===== config.mk =====
export PLATFORM = sky130hd
export DESIGN_NAME = csfu_top
export DESIGN_NICKNAME = d
export VERILOG_FILES = /design/src/include/csfu_pkg.sv /design/src/rtl/csfu_top.sv
export SDC_FILE = /design/constraint.sdc
export NUM_CORES = 1
export LEC_CHECK = 0
export ABC_AREA = 1
export BUFFER_PORTS_ARGS = -buffer_cell sky130_fd_sc_hd__buf_2
export CAP_MARGIN = 40
export CORE_UTILIZATION = 45
export DETAILED_ROUTE_END_ITERATION = 8
export PLACE_DENSITY = 0.7
export SLEW_MARGIN = 20
export SYNTH_ARGS = -nofsm -noshare
export SYNTH_HDL_FRONTEND = slang
export SYNTH_SLANG_ARGS = --single-unit

===== constraint.sdc =====
create_clock -name SYS_CLK -period 5.98 [get_ports SYS_CLK]
set_clock_uncertainty 0.2 [all_clocks]
set_input_delay 0 -clock SYS_CLK [delete_from_list [all_inputs] [get_ports SYS_CLK]]
set_output_delay 0 -clock SYS_CLK [all_outputs]
set_load 0.02 [all_outputs]

===== src/include/csfu_pkg.sv =====
// Package for the CPU status flags unit
package csfu_pkg;
    localparam logic [7:0] CSFU_FLAGS_ADDR  = 8'hD5;
    localparam logic [7:0] CSFU_FLAGS_RESET = 8'h00;
    localparam int         CSFU_CARRY_POS   = 7;
    localparam int         CSFU_ZERO_POS    = 6;
    localparam int         CSFU_SIGN_POS    = 5;
    localparam int         CSFU_OVFL_POS    = 4;
    localparam int         CSFU_DECSUB_POS  = 3;
    localparam int         CSFU_HALF_POS    = 2;
    localparam int         CSFU_FAST_POS    = 1;
    localparam int         CSFU_BANK_POS    = 0;
    localparam logic [7:0] CSFU_PAIR_ADDR_MAX = 8'hFE;
    localparam logic [3:0] CSFU_PAIR_WREG_MAX = 4'hE;

    typedef enum logic [4:0] {
        CSFU_OP_NONE  = 5'h00,
        CSFU_OP_ADD   = 5'h01,
        CSFU_OP_ADC   = 5'h02,
        CSFU_OP_SUB   = 5'h03,
        CSFU_OP_SBC   = 5'h04,
        CSFU_OP_CP    = 5'h05,
        CSFU_OP_INC   = 5'h06,
        CSFU_OP_DEC   = 5'h07,
        CSFU_OP_AND   = 5'h08,
        CSFU_OP_OR    = 5'h09,
        CSFU_OP_XOR   = 5'h0A,
        CSFU_OP_COM   = 5'h0B,
        CSFU_OP_TEST  = 5'h0C,
        CSFU_OP_RL    = 5'h0D,
        CSFU_OP_RLC   = 5'h0E,
        CSFU_OP_RR    = 5'h0F,
        CSFU_OP_RRC   = 5'h10,
        CSFU_OP_SRA   = 5'h11,
        CSFU_OP_DADJ  = 5'h12,
        CSFU_OP_SCF   = 5'h13,
        CSFU_OP_RCF   = 5'h14,
        CSFU_OP_CCF   = 5'h15,
        CSFU_OP_SBZ   = 5'h16,
        CSFU_OP_SBO   = 5'h17,
        CSFU_OP_FENT  = 5'h18,
        CSFU_OP_INT_RETURN = 5'h19
    } csfu_op_type;

    typedef struct packed {
        logic        valid;
        csfu_op_type op;
        logic [7:0]  dst;
        logic [7:0]  src;
    } csfu_req_type;

    typedef struct packed {
        logic [7:0] result;
        logic       result_valid;
    } csfu_res_type;

    typedef struct packed {
        logic        write;
        logic        read;
        logic [7:0]  addr;
        logic [7:0]  wdata;
    } csfu_bus_type;
endpackage


===== src/rtl/csfu_top.sv =====
// CPU status flags unit: condition register, ALU flag update, branch helpers
// Function
// - Eight-bit condition register; top four bits branch-testable, next two for BCD.
// - Carry set on carry out of or borrow into bit 7.
// - Rotates and shifts load carry with last bit shifted out.
// - Dedicated operations set, clear or invert carry.
// - Zero set when operation result equals zero.
// - Sign copies result most significant bit.
// - Overflow on signed range exceed; cleared by logic operations.
// - AND updates zero and sign from its result and clears overflow.
// - Decimal type bit records add or subtract; never a branch condition.
// - Half carry on carry out of bit 3 or borrow from bit 4.
// - Decimal correction uses half carry and type bit for BCD.
// - Fast service bit set on fast interrupt, cleared by its return.
// - Fast service bit blocks interrupts, selects fast return path.
// - Bit 0 selects set-1 bank; bank ops clear or set it.
// - Condition register writable by non-flag operations such as loads.
// - Flag op plus register write at once is unpredictable; no priority defined. Here the bus write wins.
// - Branch target is next address plus signed eight-bit offset.
// - Register pair addresses must be even, up to 254 or 14.
// - Four-bit condition field tests carry, zero, sign, overflow.
`timescale 1ns/1ps
module csfu_top
(
    input  wire logic                  SYS_CLK,
    input  wire logic                  RST,
    input  wire csfu_pkg::csfu_req_type REQ,
    input  wire csfu_pkg::csfu_bus_type BUS,
    input  wire logic [3:0]            COND_CODE,
    input  wire logic [15:0]           NEXT_PC,
    input  wire logic [7:0]            BR_OFFSET,
    input  wire logic [7:0]            PAIR_ADDR,
    input  wire logic                  PAIR_IS_WREG,
    output csfu_pkg::csfu_res_type     RES,
    output logic [7:0]                 RDATA,
    output logic [7:0]                 FLAGS_OUT,
    output logic                       COND_TRUE,
    output logic [15:0]                BR_TARGET,
    output logic                       PAIR_OK,
    output logic                       INT_BLOCK,
    output logic                       FAST_RETURN
);
    logic [7:0] flags_q;
    logic [7:0] flags_d;
    logic [7:0] result_d;
    logic       res_valid_d;
    logic       c_d, z_d, s_d, v_d, d_d, h_d;
    logic [8:0] sum9;
    logic [4:0] sum5;
    logic [7:0] b_op;
    logic       cin;
    logic       is_sub;
    logic [7:0] adj;
    logic       dcarry;

    wire logic       c_q       = flags_q[csfu_pkg::CSFU_CARRY_POS];
    wire logic       z_q       = flags_q[csfu_pkg::CSFU_ZERO_POS];
    wire logic       s_q       = flags_q[csfu_pkg::CSFU_SIGN_POS];
    wire logic       v_q       = flags_q[csfu_pkg::CSFU_OVFL_POS];
    wire logic       reg_hit   = BUS.addr == csfu_pkg::CSFU_FLAGS_ADDR;
    wire logic       reg_write = BUS.write && reg_hit;
    wire logic       op_go     = REQ.valid;

    // Condition field evaluation, low three bits pick test, bit 3 inverts
    function automatic logic cond_eval(input logic [3:0] cc, input logic [7:0] f);
        logic c, z, s, v, t;
        c = f[csfu_pkg::CSFU_CARRY_POS];
        z = f[csfu_pkg::CSFU_ZERO_POS];
        s = f[csfu_pkg::CSFU_SIGN_POS];
        v = f[csfu_pkg::CSFU_OVFL_POS];
        case (cc[2:0])
            3'h0:    t = 1'b0;
            3'h1:    t = s ^ v;
            3'h2:    t = z | (s ^ v);
            3'h3:    t = c | z;
            3'h4:    t = v;
            3'h5:    t = s;
            3'h6:    t = z;
            3'h7:    t = c;
            default: t = 1'b0;
        endcase
        return t ^ cc[3];
    endfunction

    // Adder operand selection and carry in
    always_comb
    begin
        is_sub = 1'b0;
        cin    = 1'b0;
        b_op   = REQ.src;
        case (REQ.op)
            csfu_pkg::CSFU_OP_ADC: cin = c_q;
            csfu_pkg::CSFU_OP_SUB, csfu_pkg::CSFU_OP_CP:
            begin
                is_sub = 1'b1;
                b_op   = ~REQ.src;
                cin    = 1'b1;
            end
            csfu_pkg::CSFU_OP_SBC:
            begin
                is_sub = 1'b1;
                b_op   = ~REQ.src;
                cin    = ~c_q;
            end
            csfu_pkg::CSFU_OP_INC: b_op = 8'h01;
            csfu_pkg::CSFU_OP_DEC:
            begin
                is_sub = 1'b1;
                b_op   = 8'hFE;
                cin    = 1'b1;
            end
            default: b_op = REQ.src;
        endcase
    end

    assign sum9 = {1'b0, REQ.dst} + {1'b0, b_op} + {8'h00, cin};
    assign sum5 = {1'b0, REQ.dst[3:0]} + {1'b0, b_op[3:0]} + {4'h0, cin};

    // Decimal correction from half carry, carry and type bit
    always_comb
    begin
        adj    = 8'h00;
        dcarry = c_q;
        if (!flags_q[csfu_pkg::CSFU_DECSUB_POS])
        begin
            if (flags_q[csfu_pkg::CSFU_HALF_POS] || (REQ.dst[3:0] > 4'h9))
                adj = 8'h06;
            if (c_q || (REQ.dst > 8'h99))
            begin
                adj    = adj | 8'h60;
                dcarry = 1'b1;
            end
        end
        else
        begin
            if (flags_q[csfu_pkg::CSFU_HALF_POS])
                adj = 8'hFA;
            if (c_q)
                adj = adj + 8'hA0;
        end
    end

    // Result and flag computation
    always_comb
    begin
        c_d         = c_q;
        z_d         = z_q;
        s_d         = s_q;
        v_d         = v_q;
        d_d         = flags_q[csfu_pkg::CSFU_DECSUB_POS];
        h_d         = flags_q[csfu_pkg::CSFU_HALF_POS];
        result_d    = REQ.dst;
        res_valid_d = 1'b0;
        case (REQ.op)
            csfu_pkg::CSFU_OP_ADD, csfu_pkg::CSFU_OP_ADC, csfu_pkg::CSFU_OP_SUB,
            csfu_pkg::CSFU_OP_SBC, csfu_pkg::CSFU_OP_CP:
            begin
                result_d    = sum9[7:0];
                res_valid_d = REQ.op != csfu_pkg::CSFU_OP_CP;
                c_d = sum9[8] ^ is_sub;
                z_d = sum9[7:0] == 8'h00;
                s_d = sum9[7];
                v_d = (REQ.dst[7] == b_op[7]) && (sum9[7] != REQ.dst[7]);
                if (REQ.op != csfu_pkg::CSFU_OP_CP)
                begin
                    d_d = is_sub;
                    h_d = sum5[4] ^ is_sub;
                end
            end
            csfu_pkg::CSFU_OP_INC, csfu_pkg::CSFU_OP_DEC:
            begin
                result_d    = sum9[7:0];
                res_valid_d = 1'b1;
                z_d = sum9[7:0] == 8'h00;
                s_d = sum9[7];
                v_d = (REQ.dst[7] == b_op[7]) && (sum9[7] != REQ.dst[7]);
            end
            csfu_pkg::CSFU_OP_AND, csfu_pkg::CSFU_OP_OR, csfu_pkg::CSFU_OP_XOR,
            csfu_pkg::CSFU_OP_COM, csfu_pkg::CSFU_OP_TEST:
            begin
                case (REQ.op)
                    csfu_pkg::CSFU_OP_AND:  result_d = REQ.dst & REQ.src;
                    csfu_pkg::CSFU_OP_OR:   result_d = REQ.dst | REQ.src;
                    csfu_pkg::CSFU_OP_XOR:  result_d = REQ.dst ^ REQ.src;
                    csfu_pkg::CSFU_OP_COM:  result_d = ~REQ.dst;
                    default:                result_d = REQ.dst & REQ.src;
                endcase
                res_valid_d = REQ.op != csfu_pkg::CSFU_OP_TEST;
                z_d = result_d == 8'h00;
                s_d = result_d[7];
                v_d = 1'b0;
            end
            csfu_pkg::CSFU_OP_RL, csfu_pkg::CSFU_OP_RLC, csfu_pkg::CSFU_OP_RR,
            csfu_pkg::CSFU_OP_RRC, csfu_pkg::CSFU_OP_SRA:
            begin
                case (REQ.op)
                    csfu_pkg::CSFU_OP_RL:  result_d = {REQ.dst[6:0], REQ.dst[7]};
                    csfu_pkg::CSFU_OP_RLC: result_d = {REQ.dst[6:0], c_q};
                    csfu_pkg::CSFU_OP_RR:  result_d = {REQ.dst[0], REQ.dst[7:1]};
                    csfu_pkg::CSFU_OP_RRC: result_d = {c_q, REQ.dst[7:1]};
                    default:               result_d = {REQ.dst[7], REQ.dst[7:1]};
                endcase
                res_valid_d = 1'b1;
                c_d = (REQ.op == csfu_pkg::CSFU_OP_RL || REQ.op == csfu_pkg::CSFU_OP_RLC)
                    ? REQ.dst[7] : REQ.dst[0];
                z_d = result_d == 8'h00;
                s_d = result_d[7];
                v_d = (REQ.op == csfu_pkg::CSFU_OP_SRA) ? 1'b0 : (result_d[7] ^ REQ.dst[7]);
            end
            csfu_pkg::CSFU_OP_DADJ:
            begin
                result_d    = REQ.dst + adj;
                res_valid_d = 1'b1;
                c_d = flags_q[csfu_pkg::CSFU_DECSUB_POS] ? c_q : dcarry;
                z_d = result_d == 8'h00;
                s_d = result_d[7];
            end
            csfu_pkg::CSFU_OP_SCF: c_d = 1'b1;
            csfu_pkg::CSFU_OP_RCF: c_d = 1'b0;
            csfu_pkg::CSFU_OP_CCF: c_d = ~c_q;
            default: c_d = c_q;
        endcase
    end

    // Next flag register value; a bus write overrides a flag op in the same cycle
    always_comb
    begin
        flags_d = {c_d, z_d, s_d, v_d, d_d, h_d,
                   flags_q[csfu_pkg::CSFU_FAST_POS], flags_q[csfu_pkg::CSFU_BANK_POS]};
        case (REQ.op)
            csfu_pkg::CSFU_OP_FENT: flags_d[csfu_pkg::CSFU_FAST_POS] = 1'b1;
            csfu_pkg::CSFU_OP_INT_RETURN: flags_d[csfu_pkg::CSFU_FAST_POS] = 1'b0;
            csfu_pkg::CSFU_OP_SBZ:  flags_d[csfu_pkg::CSFU_BANK_POS] = 1'b0;
            csfu_pkg::CSFU_OP_SBO:  flags_d[csfu_pkg::CSFU_BANK_POS] = 1'b1;
            default: flags_d[csfu_pkg::CSFU_BANK_POS] = flags_q[csfu_pkg::CSFU_BANK_POS];
        endcase
        if (!op_go)
            flags_d = flags_q;
        if (reg_write)
            flags_d = BUS.wdata;
    end

    wire logic [15:0] br_sum   = NEXT_PC + {{8{BR_OFFSET[7]}}, BR_OFFSET};
    wire logic        pair_lim = PAIR_IS_WREG ? (PAIR_ADDR <= {4'h0, csfu_pkg::CSFU_PAIR_WREG_MAX})
                                              : (PAIR_ADDR <= csfu_pkg::CSFU_PAIR_ADDR_MAX);
    wire logic        pair_ok  = !PAIR_ADDR[0] && pair_lim;
    wire logic        cond_now = cond_eval(COND_CODE, flags_d);

    always_ff @(posedge SYS_CLK)
    begin
        if (RST)
        begin
            flags_q     <= csfu_pkg::CSFU_FLAGS_RESET;
            RES         <= '0;
            RDATA       <= 8'h00;
            COND_TRUE   <= 1'b0;
            BR_TARGET   <= 16'h0000;
            PAIR_OK     <= 1'b0;
            INT_BLOCK   <= 1'b0;
            FAST_RETURN <= 1'b0;
        end
        else
        begin
            flags_q          <= flags_d;
            RES.result       <= result_d;
            RES.result_valid <= op_go && res_valid_d;
            RDATA            <= (BUS.read && reg_hit) ? flags_q : 8'h00;
            COND_TRUE        <= cond_now;
            BR_TARGET        <= br_sum;
            PAIR_OK          <= pair_ok;
            INT_BLOCK        <= flags_d[csfu_pkg::CSFU_FAST_POS];
            FAST_RETURN      <= op_go && (REQ.op == csfu_pkg::CSFU_OP_INT_RETURN)
                                && flags_q[csfu_pkg::CSFU_FAST_POS];
        end
    end

    always_ff @(posedge SYS_CLK)
    begin
        if (RST)
            FLAGS_OUT <= csfu_pkg::CSFU_FLAGS_RESET;
        else
            FLAGS_OUT <= flags_d;
    end

    property p_zero_after_and;
        @(posedge SYS_CLK) disable iff (RST)
        (REQ.valid && REQ.op == csfu_pkg::CSFU_OP_AND && !reg_write)
        |=> flags_q[6] == ($past(REQ.dst & REQ.src) == 8'h00) && !flags_q[4];
    endproperty
    a_zero_after_and: assert property (p_zero_after_and) else $error("AND flags wrong");

    property p_carry_add;
        @(posedge SYS_CLK) disable iff (RST)
        (REQ.valid && REQ.op == csfu_pkg::CSFU_OP_ADD && !reg_write)
        |=> flags_q[7] == $past(({1'b0, REQ.dst} + {1'b0, REQ.src}) > 9'h0FF);
    endproperty
    a_carry_add: assert property (p_carry_add) else $error("Add carry wrong");

    property p_rot_carry;
        @(posedge SYS_CLK) disable iff (RST)
        (REQ.valid && REQ.op == csfu_pkg::CSFU_OP_RR && !reg_write)
        |=> flags_q[7] == $past(REQ.dst[0]) && RES.result_valid;
    endproperty
    a_rot_carry: assert property (p_rot_carry) else $error("Rotate carry wrong");

    property p_ccf;
        @(posedge SYS_CLK) disable iff (RST)
        (REQ.valid && REQ.op == csfu_pkg::CSFU_OP_CCF && !reg_write)
        |=> flags_q[7] != $past(flags_q[7]);
    endproperty
    a_ccf: assert property (p_ccf) else $error("Carry invert wrong");

    property p_sign;
        @(posedge SYS_CLK) disable iff (RST)
        (REQ.valid && REQ.op == csfu_pkg::CSFU_OP_XOR && !reg_write)
        |=> flags_q[5] == RES.result[7];
    endproperty
    a_sign: assert property (p_sign) else $error("Sign wrong");

    property p_sub_type;
        @(posedge SYS_CLK) disable iff (RST)
        (REQ.valid && REQ.op == csfu_pkg::CSFU_OP_SUB && !reg_write) |=> flags_q[3];
    endproperty
    a_sub_type: assert property (p_sub_type) else $error("Type bit wrong");

    property p_fast;
        @(posedge SYS_CLK) disable iff (RST)
        (REQ.valid && REQ.op == csfu_pkg::CSFU_OP_FENT && !reg_write)
        |=> flags_q[1] && INT_BLOCK;
    endproperty
    a_fast: assert property (p_fast) else $error("Fast service wrong");

    property p_bank;
        @(posedge SYS_CLK) disable iff (RST)
        (REQ.valid && REQ.op == csfu_pkg::CSFU_OP_SBO && !reg_write) |=> flags_q[0];
    endproperty
    a_bank: assert property (p_bank) else $error("Bank select wrong");

    property p_load;
        @(posedge SYS_CLK) disable iff (RST)
        reg_write |=> flags_q == $past(BUS.wdata);
    endproperty
    a_load: assert property (p_load) else $error("Register load wrong");

    property p_half_add;
        @(posedge SYS_CLK) disable iff (RST)
        (REQ.valid && REQ.op == csfu_pkg::CSFU_OP_ADD && !reg_write)
        |=> flags_q[csfu_pkg::CSFU_HALF_POS]
            == $past(({1'b0, REQ.dst[3:0]} + {1'b0, REQ.src[3:0]}) > 5'h0F);
    endproperty
    a_half_add: assert property (p_half_add) else $error("Half carry wrong");

    property p_bank_zero;
        @(posedge SYS_CLK) disable iff (RST)
        (REQ.valid && REQ.op == csfu_pkg::CSFU_OP_SBZ && !reg_write)
        |=> !flags_q[csfu_pkg::CSFU_BANK_POS];
    endproperty
    a_bank_zero: assert property (p_bank_zero) else $error("Bank zero select wrong");

    property p_fast_return;
        @(posedge SYS_CLK) disable iff (RST)
        (REQ.valid && REQ.op == csfu_pkg::CSFU_OP_INT_RETURN && !reg_write
         && flags_q[csfu_pkg::CSFU_FAST_POS])
        |=> !flags_q[csfu_pkg::CSFU_FAST_POS] && FAST_RETURN && !INT_BLOCK;
    endproperty
    a_fast_return: assert property (p_fast_return) else $error("Fast return wrong");

    property p_pair_odd;
        @(posedge SYS_CLK) disable iff (RST)
        PAIR_ADDR[0] |=> !PAIR_OK;
    endproperty
    a_pair_odd: assert property (p_pair_odd) else $error("Odd pair accepted");

    property p_rdata_idle;
        @(posedge SYS_CLK) disable iff (RST)
        !(BUS.read && reg_hit) |=> RDATA == 8'h00;
    endproperty
    a_rdata_idle: assert property (p_rdata_idle) else $error("Read data not cleared");

    c_and:  cover property (@(posedge SYS_CLK) REQ.valid && REQ.op == csfu_pkg::CSFU_OP_AND);
    c_dadj: cover property (@(posedge SYS_CLK) REQ.valid && REQ.op == csfu_pkg::CSFU_OP_DADJ);
    c_fent: cover property (@(posedge SYS_CLK) REQ.valid && REQ.op == csfu_pkg::CSFU_OP_FENT);
    c_int_return: cover property (@(posedge SYS_CLK) FAST_RETURN);
endmodule


==> results of run 1 <==
state kept, by name, indices dropped and copies added (netlist names):
signal / cells
BR_TARGET: 16
RES: 9
FLAGS_OUT: 8
RDATA: 8
COND_TRUE: 1
FAST_RETURN: 1
PAIR_OK: 1
cells in the final DEF, fill, tap and decap left out, drive strengths merged, types with 10 or more instances in the layout:
| master | instances |
|---|---|
| nor3 | 12 |
| nand2 | 182 |
| nor2 | 84 |
| nand4 | 13 |
| dfxtp | 44 |
| a21oi | 57 |
| buf | 120 |
| ha | 46 |
| dlygate4sd3 | 45 |
| nand3b | 10 |
| inv | 114 |
| nand3 | 48 |
| o21ai | 56 |
worst reg2reg max path, stage by stage (launching register included):
cell and delay [ns]:
dfxtp_1 0.44, inv_1 0.22, nor3_1 0.22, a211oi_1 0.10, fa_1 0.44, fa_1 0.43, inv_1 0.09, nand3_1 0.08
nand2_1 0.17, nand2_1 0.10, nand2_1 0.07, nand2_1 0.06, nand2_1 0.11, nand2_1 0.10, nand2_1 0.07, nand2_1 0.05
o211ai_1 0.08, nand3b_1 0.10, nand2_1 0.10, nand2_1 0.11, nand2_1 0.11, nand2_1 0.06, nor2_1 0.08, nor2_1 0.04
nor2_1 0.08, dlygate4sd3_1 0.57
power by group:
group	switching, mW	leakage [nW]	internal (mW)
combinational	0.267	2.75	0.163
sequential	0.00820	0.363	0.316
clock	0.106	0.0445	0.0941
total	0.381	3.16	0.573
per-stage QoR:
stage / total power [mW] / hold WS [ns] / worst slack [ns] / utilization
3_5_place_dp: 0.7243 / -0.02820 / 1.915 / 0.5365
5_1_grt: 1.019 / 0.05909 / 0.6953 / 0.5922
2_1_floorplan: 0.6026 / -0.1215 / 2.690 / -
4_1_cts: 0.9496 / 0.004338 / 1.152 / 0.5922
6_report: 0.9548 / 0.01221 / 0.9827 / 0.5922
3_3_place_gp: 0.7172 / -0.03270 / 1.943 / 0.5365
kinds of logic (layout without fill, tap and decap cells):
logic type               Yosys count  count (layout)
adder cells (fa/ha/maj)           50              50
AO/OA/AOI/OAI                    141             141
flip-flops                        44              44
XOR/XNOR                           9               9
AND/OR/NAND/NOR                  360             360
buffers and inverters            128             288
area by class of cell:
type                       instances  area (µm²)
tap                              133       166.4
sequential                        44       880.8
inverter                         115       435.4
fill                             979        3986
multi-input combinational        560        3161
timing repair buffer             165        1051
clock inverter                     1       7.507
clock buffer                       7       86.33
metal layers:
metal	wire, µm	up-vias	part of all wire
met1	6417	2477	0.43
met5	0	-	0
met4	314	0	0.021
met3	939	26	0.063
li1	-	2718	-
met2	7302	223	0.49
worst max-delay path by stage:
stage	from	endpoint	slack [ns]
4_1_cts	REQ[20]	COND_TRUE$_SDFF_PP0_	1.15
3_3_place_gp	REQ[16]	COND_TRUE$_SDFF_PP0_	1.94
2_1_floorplan	REQ[20]	COND_TRUE$_SDFF_PP0_	2.69
5_1_grt	REQ[20]	COND_TRUE$_SDFF_PP0_	0.70
6_report	REQ[20]	COND_TRUE$_SDFF_PP0_	0.98
3_5_place_dp	REQ[16]	COND_TRUE$_SDFF_PP0_	1.91
==> impl_results.md, run 1 <==
* Top Usage Layer GRT: met2
* Worst-path clk slew at 0.09 ns
* Placed inst area at 5244 µm²
* Post-Synth Simple-Gate Area at 0.3597
* PostCTS Resize Cnt at 0
* # port buffers at 120
* Detailed Route Iter0 Violations at 297
* Crit start category: input port
* Hold path cells at 4
* Yosys warnings at 0
* Setup Crit Path Kind: input port to flop
* Top post-synthesis cells by area: dfxtp_1 19%, nand2_1 14%, ha_1 13%, inv_1 8.6%, a21oi_1 6.2%
* Root buffer cell: clkbuf_8
* Final Cell Area at 5788 µm²
* Synth Cell Area at 4557 µm²
* Reg2Reg Capture Point: COND_TRUE$_SDFF_PP0_
* FF+latch count, synth at 44
* Highest-delay cell along the critical path: dlygate4sd3_1
* Worst EP required at 6.01 ns
* Total gr overflow at 0
* Delay-heaviest family, CP: simple AND/OR/NAND/NOR gates
* Layout area overhead at 27.02%
* F_max at 200.1 MHz
* Setup Fix Bufs, Post-CTS at 0
* Avg Inst Size Synth at 6.225 µm²
* Placed cell count at 972
* Fin nets at 1020
* Met2 Use GR at 0.5041
* RR Startpoint: FLAGS_OUT[7]$_SDFF_PP0_
* RSZ-0062 raised after global routing: no
* Syn nets at 861
* CTS sink count at 44
* Antenna violations before repair at 0
* Drt wl/cell at 14.61 µm
* Final Non-Filler Cells at 1025
* CTS tree: yes
* Slew Limit Fails at 0
* CP Data Arrival Time at 5.03 ns
* CTS Buf Count at 5
* Pwr/cell area at 165.0 nW/µm²
* First-pass GRT wire length at 23220 µm
* Post-synth EDFFs at 0
* Most common cell on crit path: nand2_1
* Final hold vios at 0
* Residual DRC count at 0
* Total Routed Length at 14970 µm
* CP Capture Type: flop
* Async set-reset flop share out of synthesis at 0
* Setup TNS Final at 0 ns
* Max capacitance violation total at 0
* Largest net degree at the start of global routing at 23
* Mux cell area share after synthesis at 0
* Hold Path Class: input port to flop
* Core region area at 9774 µm²
* Critical path buffers and inverters at 6
* Cell taking the most area after synthesis: dfxtp_1
* Status: finished, final reports clean
* DIE AREA at 10530 µm²
* Clk_lat worst skew at 0.29 ns
* Top-area cell type share of the netlist area at 0.1933
* Ys flop type: dfxtp_1
* N_diodes at 0
* Die width at 102.6 µm
* CP max stage delay at 0.57 ns
* Tightest Pin Transition at 0.8439 ns
* Sequential cell area fraction in the yosys report at 0.1933
* Detail Placement HPWL at 11700 µm
* Max_slew headroom at 0.4354
* Min cycle time layout at 4.997 ns
* CP max FO at 10
* H-tree lvl count at 2
* Reg2Reg Depth at 25
* Xor/xnor cell area share of the yosys netlist at 0.01730
* Met3 Usage GRT at 0.04339
* Worst-case clock buffer depth at 2
* Drt first pass iters at 5
* Critical path depth at 33
* # rows at 36
* Io pins at 124
* Syn Inst Count at 732
* Hold path start: NEXT_PC[9]
* DR vias/cell at 5.311
* Die Y at 102.6 µm
* Adder-Cell Fraction of Synth Area at 0.1439
* Gr usage total at 0.2824
* Starting Density at 0.4662
* Met1 usage at 0.3512
* Worst VDD drop at 0.1436 mV
* Final Setup Violations at 0
* Cell variety after synth at 49
* Cell with the most instances after synthesis: nand2_1
* R2R setup slack at 1.64 ns
* Worst hold path endpoint: BR_TARGET[9]$_SDFF_PP0_
* Vias in the first global route at 5016
* Routed vias at 5444
* Static Leak at 3.158 nW
* Share of layout cells above drive strength 1 at 0.1939
* ANT nets after route at 0
* Part of the cycle the worst path needs at 0.8357
* RePlAce Congestion at 0.9580
* Largest family of logic cells by synthesized area: simple AND/OR/NAND/NOR gates
* Top cells by count, synth: 172 x nand2_1, 104 x inv_1, 71 x nor2_1, 56 x a21oi_1, 49 x o21ai_0
* Compound-Gate Fraction of Synth Area at 0.1727
* Hold_buf cts at 45
Note: power is estimated with default switching activity, not from simulation.
==> run 2, diff against run 1 <==
--- a/config.mk
+++ b/config.mk
@@ -10,7 +10,7 @@
 export CAP_MARGIN = 40
 export CORE_UTILIZATION = 45
 export DETAILED_ROUTE_END_ITERATION = 8
-export PLACE_DENSITY = 0.7
+export PLACE_DENSITY = 0.73
 export SLEW_MARGIN = 20
 export SYNTH_ARGS = -nofsm -noshare
 export SYNTH_HDL_FRONTEND = slang
==> constraint.sdc (replaced) <==
create_clock -name SYS_CLK -period 4.4 [get_ports SYS_CLK]
set_clock_uncertainty 0.2 [all_clocks]
set_input_delay 0 -clock SYS_CLK [delete_from_list [all_inputs] [get_ports SYS_CLK]]
set_output_delay 0 -clock SYS_CLK [all_outputs]
set_load 0.02 [all_outputs]
==> impl_results.md, run 2 (synthesized netlist as in run 1, its figures left out) <==
* Status: finished, final reports clean
* Placed inst area at 5251 µm² (+0.14%)
* Largest net degree at the start of global routing at 23 (unchanged)
* Delay-heaviest family, CP: simple AND/OR/NAND/NOR gates
* Pint at 767.4 µW (+34%)
* CP max FO at 8 (-2)
* Worst EP required at 4.45 ns (-1.56 ns)
* CTS tree: yes
* Fin nets at 1025 (+0.49%)
* Starting Density at 0.4662 (unchanged)
* Highest-delay cell along the critical path: dlygate4sd3_1
* Worst slack, placed at 0.4983 ns (-1.416 ns)
* Share of layout cells above drive strength 1 at 0.2029 (+0.008952)
* Commonest cells after routing, fill and taps aside: 170 x nand2_1, 118 x buf_2, 103 x inv_1
* Clock network fraction of total power at 0.202 (-0.008)
* RePlAce Congestion at 0.9732 (+1.6%)
* RR Startpoint: FLAGS_OUT[7]$_SDFF_PP0_
* Antenna violations before repair at 0 (unchanged)
* DIE AREA at 10530 µm² (unchanged)
* CP max stage delay at 0.54 ns (-0.03 ns)
* Worst-path clk slew at 0.09 ns (about the same)
* Layout area overhead at 28.69%
* Final Cell Area at 5864 µm² (+1.3%)
* Detailed Route Iter0 Violations at 358 (+21%)
* Reg2Reg Depth at 25 (unchanged)
* CTS sink count at 44 (unchanged)
* Total gr overflow at 0 (unchanged)
* Crit path from: FLAGS_OUT[7]$_SDFF_PP0_
* Biggest regs: BR_TARGET (16), RES (9)
* Most common cell after layout, fill and taps aside: nand2_1
* N_diodes at 0 (unchanged)
* RSZ-0062 raised after global routing: no
* Vias in the first global route at 4872 (-2.9%)
* Final Non-Filler Cells at 1030 (+0.49%)
* Reg2Reg Capture Point: COND_TRUE$_SDFF_PP0_
* H-tree lvl count at 2 (unchanged)
* Residual DRC count at 0 (unchanged)
* Psw at 515.6 µW (+35%)
* Hold path start: NEXT_PC[14]
* DR vias/cell at 5.216 (-1.8%)
* Switching part of the total at 0.4019 (+0.002388)
* ANT nets after route at 0 (unchanged)
* Worst hold path endpoint: BR_TARGET[15]$_SDFF_PP0_
* Die Y at 102.6 µm (unchanged)
* Sequential share of power at 0.343 (+0.003)
* Setup Crit Path Kind: flop to flop
* CP Capture Type: flop
* CTS Buf Count at 5 (unchanged)
* Worst-case clock buffer depth at 2 (unchanged)
* Root buffer cell: clkbuf_8
* Largest register FFs at 16 (unchanged)
* Final Setup Violations at 0 (unchanged)
* Io pins at 124 (unchanged)
* Setup TNS Final at 0 ns (unchanged)
* # rows at 36 (unchanged)
* Drt first pass iters at 7 (+2)
* Part of the cycle the worst path needs at 0.8973
* Max capacitance violation total at 0 (unchanged)
* Tightest Pin Transition at 0.7343 ns (-0.1095 ns)
* Final WS setup at 0.4520 ns (-0.5306 ns)
* Final hold vios at 0 (unchanged)
* Largest Register: BR_TARGET
* Worst VDD drop at 0.1384 mV (-3.6%)
* Routed vias at 5372 (-1.3%)
* Hold path cells at 6 (+2)
* CP Data Arrival Time at 3.99 ns (-1.04 ns)
* Total Routed Length at 14160 µm (-5.4%)
* Setup Fix Bufs, Post-CTS at 0 (unchanged)
* F_max at 253.3 MHz
* Detail Placement HPWL at 10830 µm (-7.4%)
* # port buffers at 120 (unchanged)
* Core region area at 9774 µm² (unchanged)
* R2R setup slack at 0.45 ns (-1.19 ns)
* Crit start category: flop
* Drt wl/cell at 13.74 µm (-5.9%)
* Pwr/cell area at 218.8 nW/µm² (+33%)
* Slew Limit Fails at 0 (unchanged)
* Max_slew headroom at 0.5099 (+0.07456)
* Static Leak at 3.179 nW (+0.68%)
* Die width at 102.6 µm (unchanged)
* Logic pwr share at 0.455 (+0.004)
* First-pass GRT wire length at 22470 µm (-3.2%)
* Hold Path Class: input port to flop
* Min cycle time layout at 3.948 ns
* Most common cell on crit path: nand2_1
* Clk_lat worst skew at 0.30 ns (about the same)
* Placed cell count at 973 (+0.10%)
* Gr usage total at 0.2714 (-0.01099)
* Critical path buffers and inverters at 3 (-3)
run 2: repair_timing:
| item | in CTS | in global routing |
|---|---|---|
| hold buffers | 48 | 0 |
| gates resized for setup | 0 | 13 |
| endpoints found under the hold margin | 28 | 0 |
| setup endpoints to repair | 0 | 1 |
run 2: layout make-up:
class	count	area, µm²
Clock inverter	3	23.77
Clock buffer	5	68.82
Multi-Input combinational cell	560	3188
Inverter	115	435.4
Sequential cell	44	880.8
Tap cell	133	166.4
Fill cell	990	3910
Timing Repair Buffer	170	1101
run 2: power groups by stage:
stage | Sequential [mW] | Clock (mW) | Combinational (mW)
finish | 0.440 | 0.259 | 0.584
global route | 0.444 | 0.285 | 0.652
CTS | 0.440 | 0.265 | 0.569
detailed placement | 0.449 | 0 | 0.526
global placement | 0.449 | 0 | 0.524
floorplan | 0.489 | 0 | 0.329
run 2: worst reg2reg max path, delay by kind of cell (launching register included):
family | cells | cell delay (ns)
buf+inv | 3 | 0.74
simple gates | 18 | 1.57
compound gates | 2 | 0.21
flops | 1 | 0.45
fa+ha+maj | 2 | 0.74
run 2: how the worst max path moves through the flow:
stage	cells past startpoint	to	slack (ns)
after floorplan	31	COND_TRUE$_SDFF_PP0_	1.11
after detailed placement	31	COND_TRUE$_SDFF_PP0_	0.50
after CTS	31	COND_TRUE$_SDFF_PP0_	0.26
after global routing	32	COND_TRUE$_SDFF_PP0_	0.03
after global placement	31	COND_TRUE$_SDFF_PP0_	0.54
final	25	COND_TRUE$_SDFF_PP0_	0.45
run 2: routing by layer:
layer | global-route usage | share of wire | routed length, µm
met5 | 0 | 0 | 0
met4 | 0.08791 | 0.021 | 293
met3 | 0.04475 | 0.077 | 1087
met2 | 0.4574 | 0.47 | 6651
met1 | 0.3518 | 0.43 | 6125
run 2: metrics by stage:
step	hold slack, ns	utilization	power (mW)
after floorplan	-0.1215	-	0.8189
after global placement	-0.02924	0.5373	0.9729
after detailed placement	-0.02825	0.5373	0.9753
after CTS	0.01341	0.5959	1.273
after global routing	0.03574	0.6000	1.381
final	0.01258	0.6000	1.283
==> run 3, diff against run 2 <==
--- a/config.mk
+++ b/config.mk
@@ -5,7 +5,6 @@
 export SDC_FILE = /design/constraint.sdc
 export NUM_CORES = 1
 export LEC_CHECK = 0
-export ABC_AREA = 1
 export BUFFER_PORTS_ARGS = -buffer_cell sky130_fd_sc_hd__buf_2
 export CAP_MARGIN = 40
 export CORE_UTILIZATION = 45
==> impl_results.md, run 3 <==
* Status: finished, final reports clean
* Sequential cell area fraction in the yosys report at 0.2012 (+0.007900)
* Hold Path Class: input port to flop
* Cell with the most instances after synthesis: nor2_1
* Routed vias at 5035 (-6.3%)
* CP Capture Type: flop
* Biggest regs: BR_TARGET (16), RES (9)
* Ys flop type: dfxtp_1
* Part of the cycle the worst path needs at 0.9337 (+0.03639)
* CTS Buf Count at 5 (unchanged)
* Final Non-Filler Cells at 859 (-17%)
* CTS sink count at 44 (unchanged)
* Slew Limit Fails at 0 (unchanged)
* Most common cell after layout, fill and taps aside: buf_2
* Highest-delay cell along the critical path: dlygate4sd3_1
* Reg2Reg Depth at 16 (-36%)
* Worst EP required at 4.39 ns (-0.06 ns)
* Top post-synthesis cells by area: dfxtp_1 20%, ha_1 13%, nor2_1 5.7%, a21oi_1 4.5%, inv_1 3.3%
* DIE AREA at 10130 µm² (-3.8%)
* Max capacitance violation total at 0 (unchanged)
* RSZ-0062 raised after global routing: no
* # rows at 35 (-2.8%)
* Reg2Reg Capture Point: COND_TRUE$_SDFF_PP0_
* Die Y at 100.6 µm (-1.9%)
* RR Startpoint: FLAGS_OUT[7]$_SDFF_PP0_
* Yosys warnings at 0 (unchanged)
* Antenna violations before repair at 0 (unchanged)
* Worst-path clk slew at 0.09 ns (about the same)
* # port buffers at 120 (unchanged)
* CTS tree: yes
* Total Routed Length at 14350 µm (+1.3%)
* ANT nets after route at 0 (unchanged)
* Min cycle time layout at 4.108 ns (+0.1601 ns)
* Clk_lat worst skew at 0.29 ns (about the same)
* Residual DRC count at 0 (unchanged)
* Largest net degree at the start of global routing at 39 (+70%)
* Most common cell on crit path: fa_1
* F_max at 243.4 MHz (-3.9%)
* Switching part of the total at 0.3749 (-0.02701)
* Post-synth EDFFs at 0 (unchanged)
* Crit start category: input port
* Async set-reset flop share out of synthesis at 0 (unchanged)
* Io pins at 124 (unchanged)
* Logic pwr share at 0.453 (-0.002)
* First-pass GRT wire length at 23350 µm (+3.9%)
* Clock network fraction of total power at 0.206 (+0.004)
* Drt first pass iters at 5 (-2)
* Avg Inst Size Synth at 7.627 µm² (+23%)
* Final core utilization at 0.6064 (+0.006465)
* Crit path from: REQ[19]
* Pwr/cell area at 227.9 nW/µm² (+4.2%)
* Worst-case clock buffer depth at 2 (unchanged)
* Total gr overflow at 0 (unchanged)
* Vias in the first global route at 4936 (+1.3%)
* Static Leak at 2.621 nW (-18%)
* Total chip power at 1.289 mW (+0.50%)
* Number of fill cells at 802 (-19%)
* Fin nets at 858 (-16%)
* DR vias/cell at 5.861 (+12%)
* CP max stage delay at 0.53 ns (about the same)
* Starting Density at 0.4693 (+0.003144)
* Share of layout cells above drive strength 1 at 0.2315 (+0.02861)
* Final hold vios at 0 (unchanged)
* H-tree lvl count at 2 (unchanged)
* Worst VDD drop at 0.1388 mV (+0.27%)
* Placed cell count at 811 (-17%)
* RePlAce Congestion at 0.9433 (-3.1%)
* CP Capture Point: COND_TRUE$_SDFF_PP0_
* Cell variety after synth at 84 (+71%)
* Gr usage total at 0.2882 (+0.01685)
* Cell taking the most area after synthesis: dfxtp_1
* Syn Inst Count at 574 (-22%)
* Pint at 806.0 µW (+5.0%)
* Setup Crit Path Kind: input port to flop
* CP cell instances: dlygate4sd3_1 > buf_2 > or2_0 > or3_1 > fa_1 > fa_1 > nand2b_1 > a21oi_2 > o31ai_1 > a21oi_1 > xnor2_1 > o21ai_1 > o2111a_1 > a311oi_1 > a2bb2oi_1 > mux2_1
* Setup Fix Bufs, Post-CTS at 0 (unchanged)
* Tightest Pin Transition at 0.7764 ns (+0.04208 ns)
* Largest register FFs at 16 (unchanged)
* CP Data Arrival Time at 4.10 ns (+0.11 ns)
* FF+latch count, synth at 44 (unchanged)
* Final Setup Violations at 0 (unchanged)
* CP max FO at 4 (-4)
* Detailed Route Iter0 Violations at 311 (-13%)
* Syn nets at 703 (-18%)
* Core region area at 9328 µm² (-4.6%)
* Sequential share of power at 0.341 (-0.002)
* R2R setup slack at 0.37 ns (-0.08 ns)
* Layout area overhead at 29.21%
* Largest Register: BR_TARGET
* Synth Cell Area at 4378 µm² (-3.9%)
* Drt wl/cell at 16.70 µm (+22%)
* Die width at 100.6 µm (-1.9%)
* Top-area cell type share of the netlist area at 0.2012 (+0.007900)
* Setup TNS Final at 0 ns (unchanged)
* Max_slew headroom at 0.4824 (-0.02751)
* Psw at 483.3 µW (-6.3%)
* Detail Placement HPWL at 10690 µm (-1.3%)
* N_diodes at 0 (unchanged)
* Top cells by count, synth: 67 x nor2_1, 46 x ha_1, 44 x dfxtp_1, 39 x a21oi_1, 39 x inv_1
* Commonest cells after routing, fill and taps aside: 121 x buf_2, 66 x nor2_1, 46 x ha_1
* Root buffer cell: clkbuf_8
==> run 3: cell count changes after synthesis, moves of 14 or more <==
cell      previous run  this run
a21oi_1             56        39
inv_1              104        39
o21ai_0             49        28
nand2_1            172        37
nand3_1             44         8
clkbuf_1             3        17
==> run 3: worst min path at each step <==
stage	start	end	slack (ns)	cells past startpoint
floorplan	PAIR_ADDR[0]	PAIR_OK$_SDFF_PP0_	-0.13	1
global placement	PAIR_ADDR[0]	PAIR_OK$_SDFF_PP0_	-0.04	2
detailed placement	PAIR_ADDR[0]	PAIR_OK$_SDFF_PP0_	-0.03	2
CTS	NEXT_PC[2]	BR_TARGET[2]$_SDFF_PP0_	0.0003	4
global route	BUS[13]	RDATA[7]$_SDFF_PP0_	0.03	4
finish	NEXT_PC[14]	BR_TARGET[15]$_SDFF_PP0_	0.008	5
==> run 3: critical path: cells and delay by family <==
kind / cells / cell delay (ns)
compound gates: 7 / 1.22
fa+ha+maj: 2 / 0.87
simple gates: 3 / 0.84
buf+inv: 2 / 0.67
mux: 1 / 0.34
xor+xnor: 1 / 0.15
==> run 3: cell families (layout without fill, tap and decap cells) <==
group | count (synthesis) | in the layout | share of synthesized area
and+or+nand+nor | 196 | 196 | 0.2258
AOI/OAI and AO/OA | 182 | 182 | 0.2909
buffers and inverters | 70 | 226 | 0.06459
adders and majority gates | 50 | 50 | 0.1498
DFF | 44 | 44 | 0.2012
xor gates and xnor gates | 23 | 23 | 0.04601
muxes | 9 | 9 | 0.02172
==> run 3: timing repair <==
item,CTS,global route
setup endpoints to repair,0,1
gates resized for setup,0,5
endpoints found under the hold margin,30,0
hold buffers,40,0
==> run 3: power by group through the flow <==
| stage | Clock (mW) | Sequential, mW | Combinational, mW |
|---|---|---|---|
| 6_report | 0.266 | 0.439 | 0.584 |
| 5_1_grt | 0.291 | 0.443 | 0.640 |
| 4_1_cts | 0.279 | 0.439 | 0.570 |
| 3_5_place_dp | 0 | 0.449 | 0.531 |
| 3_3_place_gp | 0 | 0.448 | 0.519 |
| 2_1_floorplan | 0 | 0.489 | 0.321 |
==> run 3: layout make-up <==
type,count,area (µm²),area share
multi-input cells,460,3237,0.5722
repair buffers,177,1126,0.1991
flip-flops and latches,44,880.8,0.1557
well taps,129,161.4,0.02853
inverters,41,153.9,0.02721
clock buffers,6,82.58,0.01460
clock inverters,2,15.01,0.002654
==> run 3: layer usage <==
| layer | global-route usage | vias to the layer above | wire length [µm] |
|---|---|---|---|
| met4 | 0.1182 | 0 | 446 |
| met2 | 0.4984 | 237 | 6732 |
| met3 | 0.04924 | 45 | 1160 |
| li1 | - | 2430 | - |
| met1 | 0.3537 | 2323 | 6007 |
| met5 | 0 | - | 0 |
==> run 3: per-stage QoR <==
stage / hold WS, ns / area, µm² / worst slack, ns
global route: 0.03140 / 5657 / 0.03860
floorplan: -0.1272 / 4378 / 0.3050
global placement: -0.03853 / 5131 / 0.3215
detailed placement: -0.03109 / 5142 / 0.2653
finish: 0.008429 / 5657 / 0.2919
CTS: 0.0002574 / 5640 / 0.1301
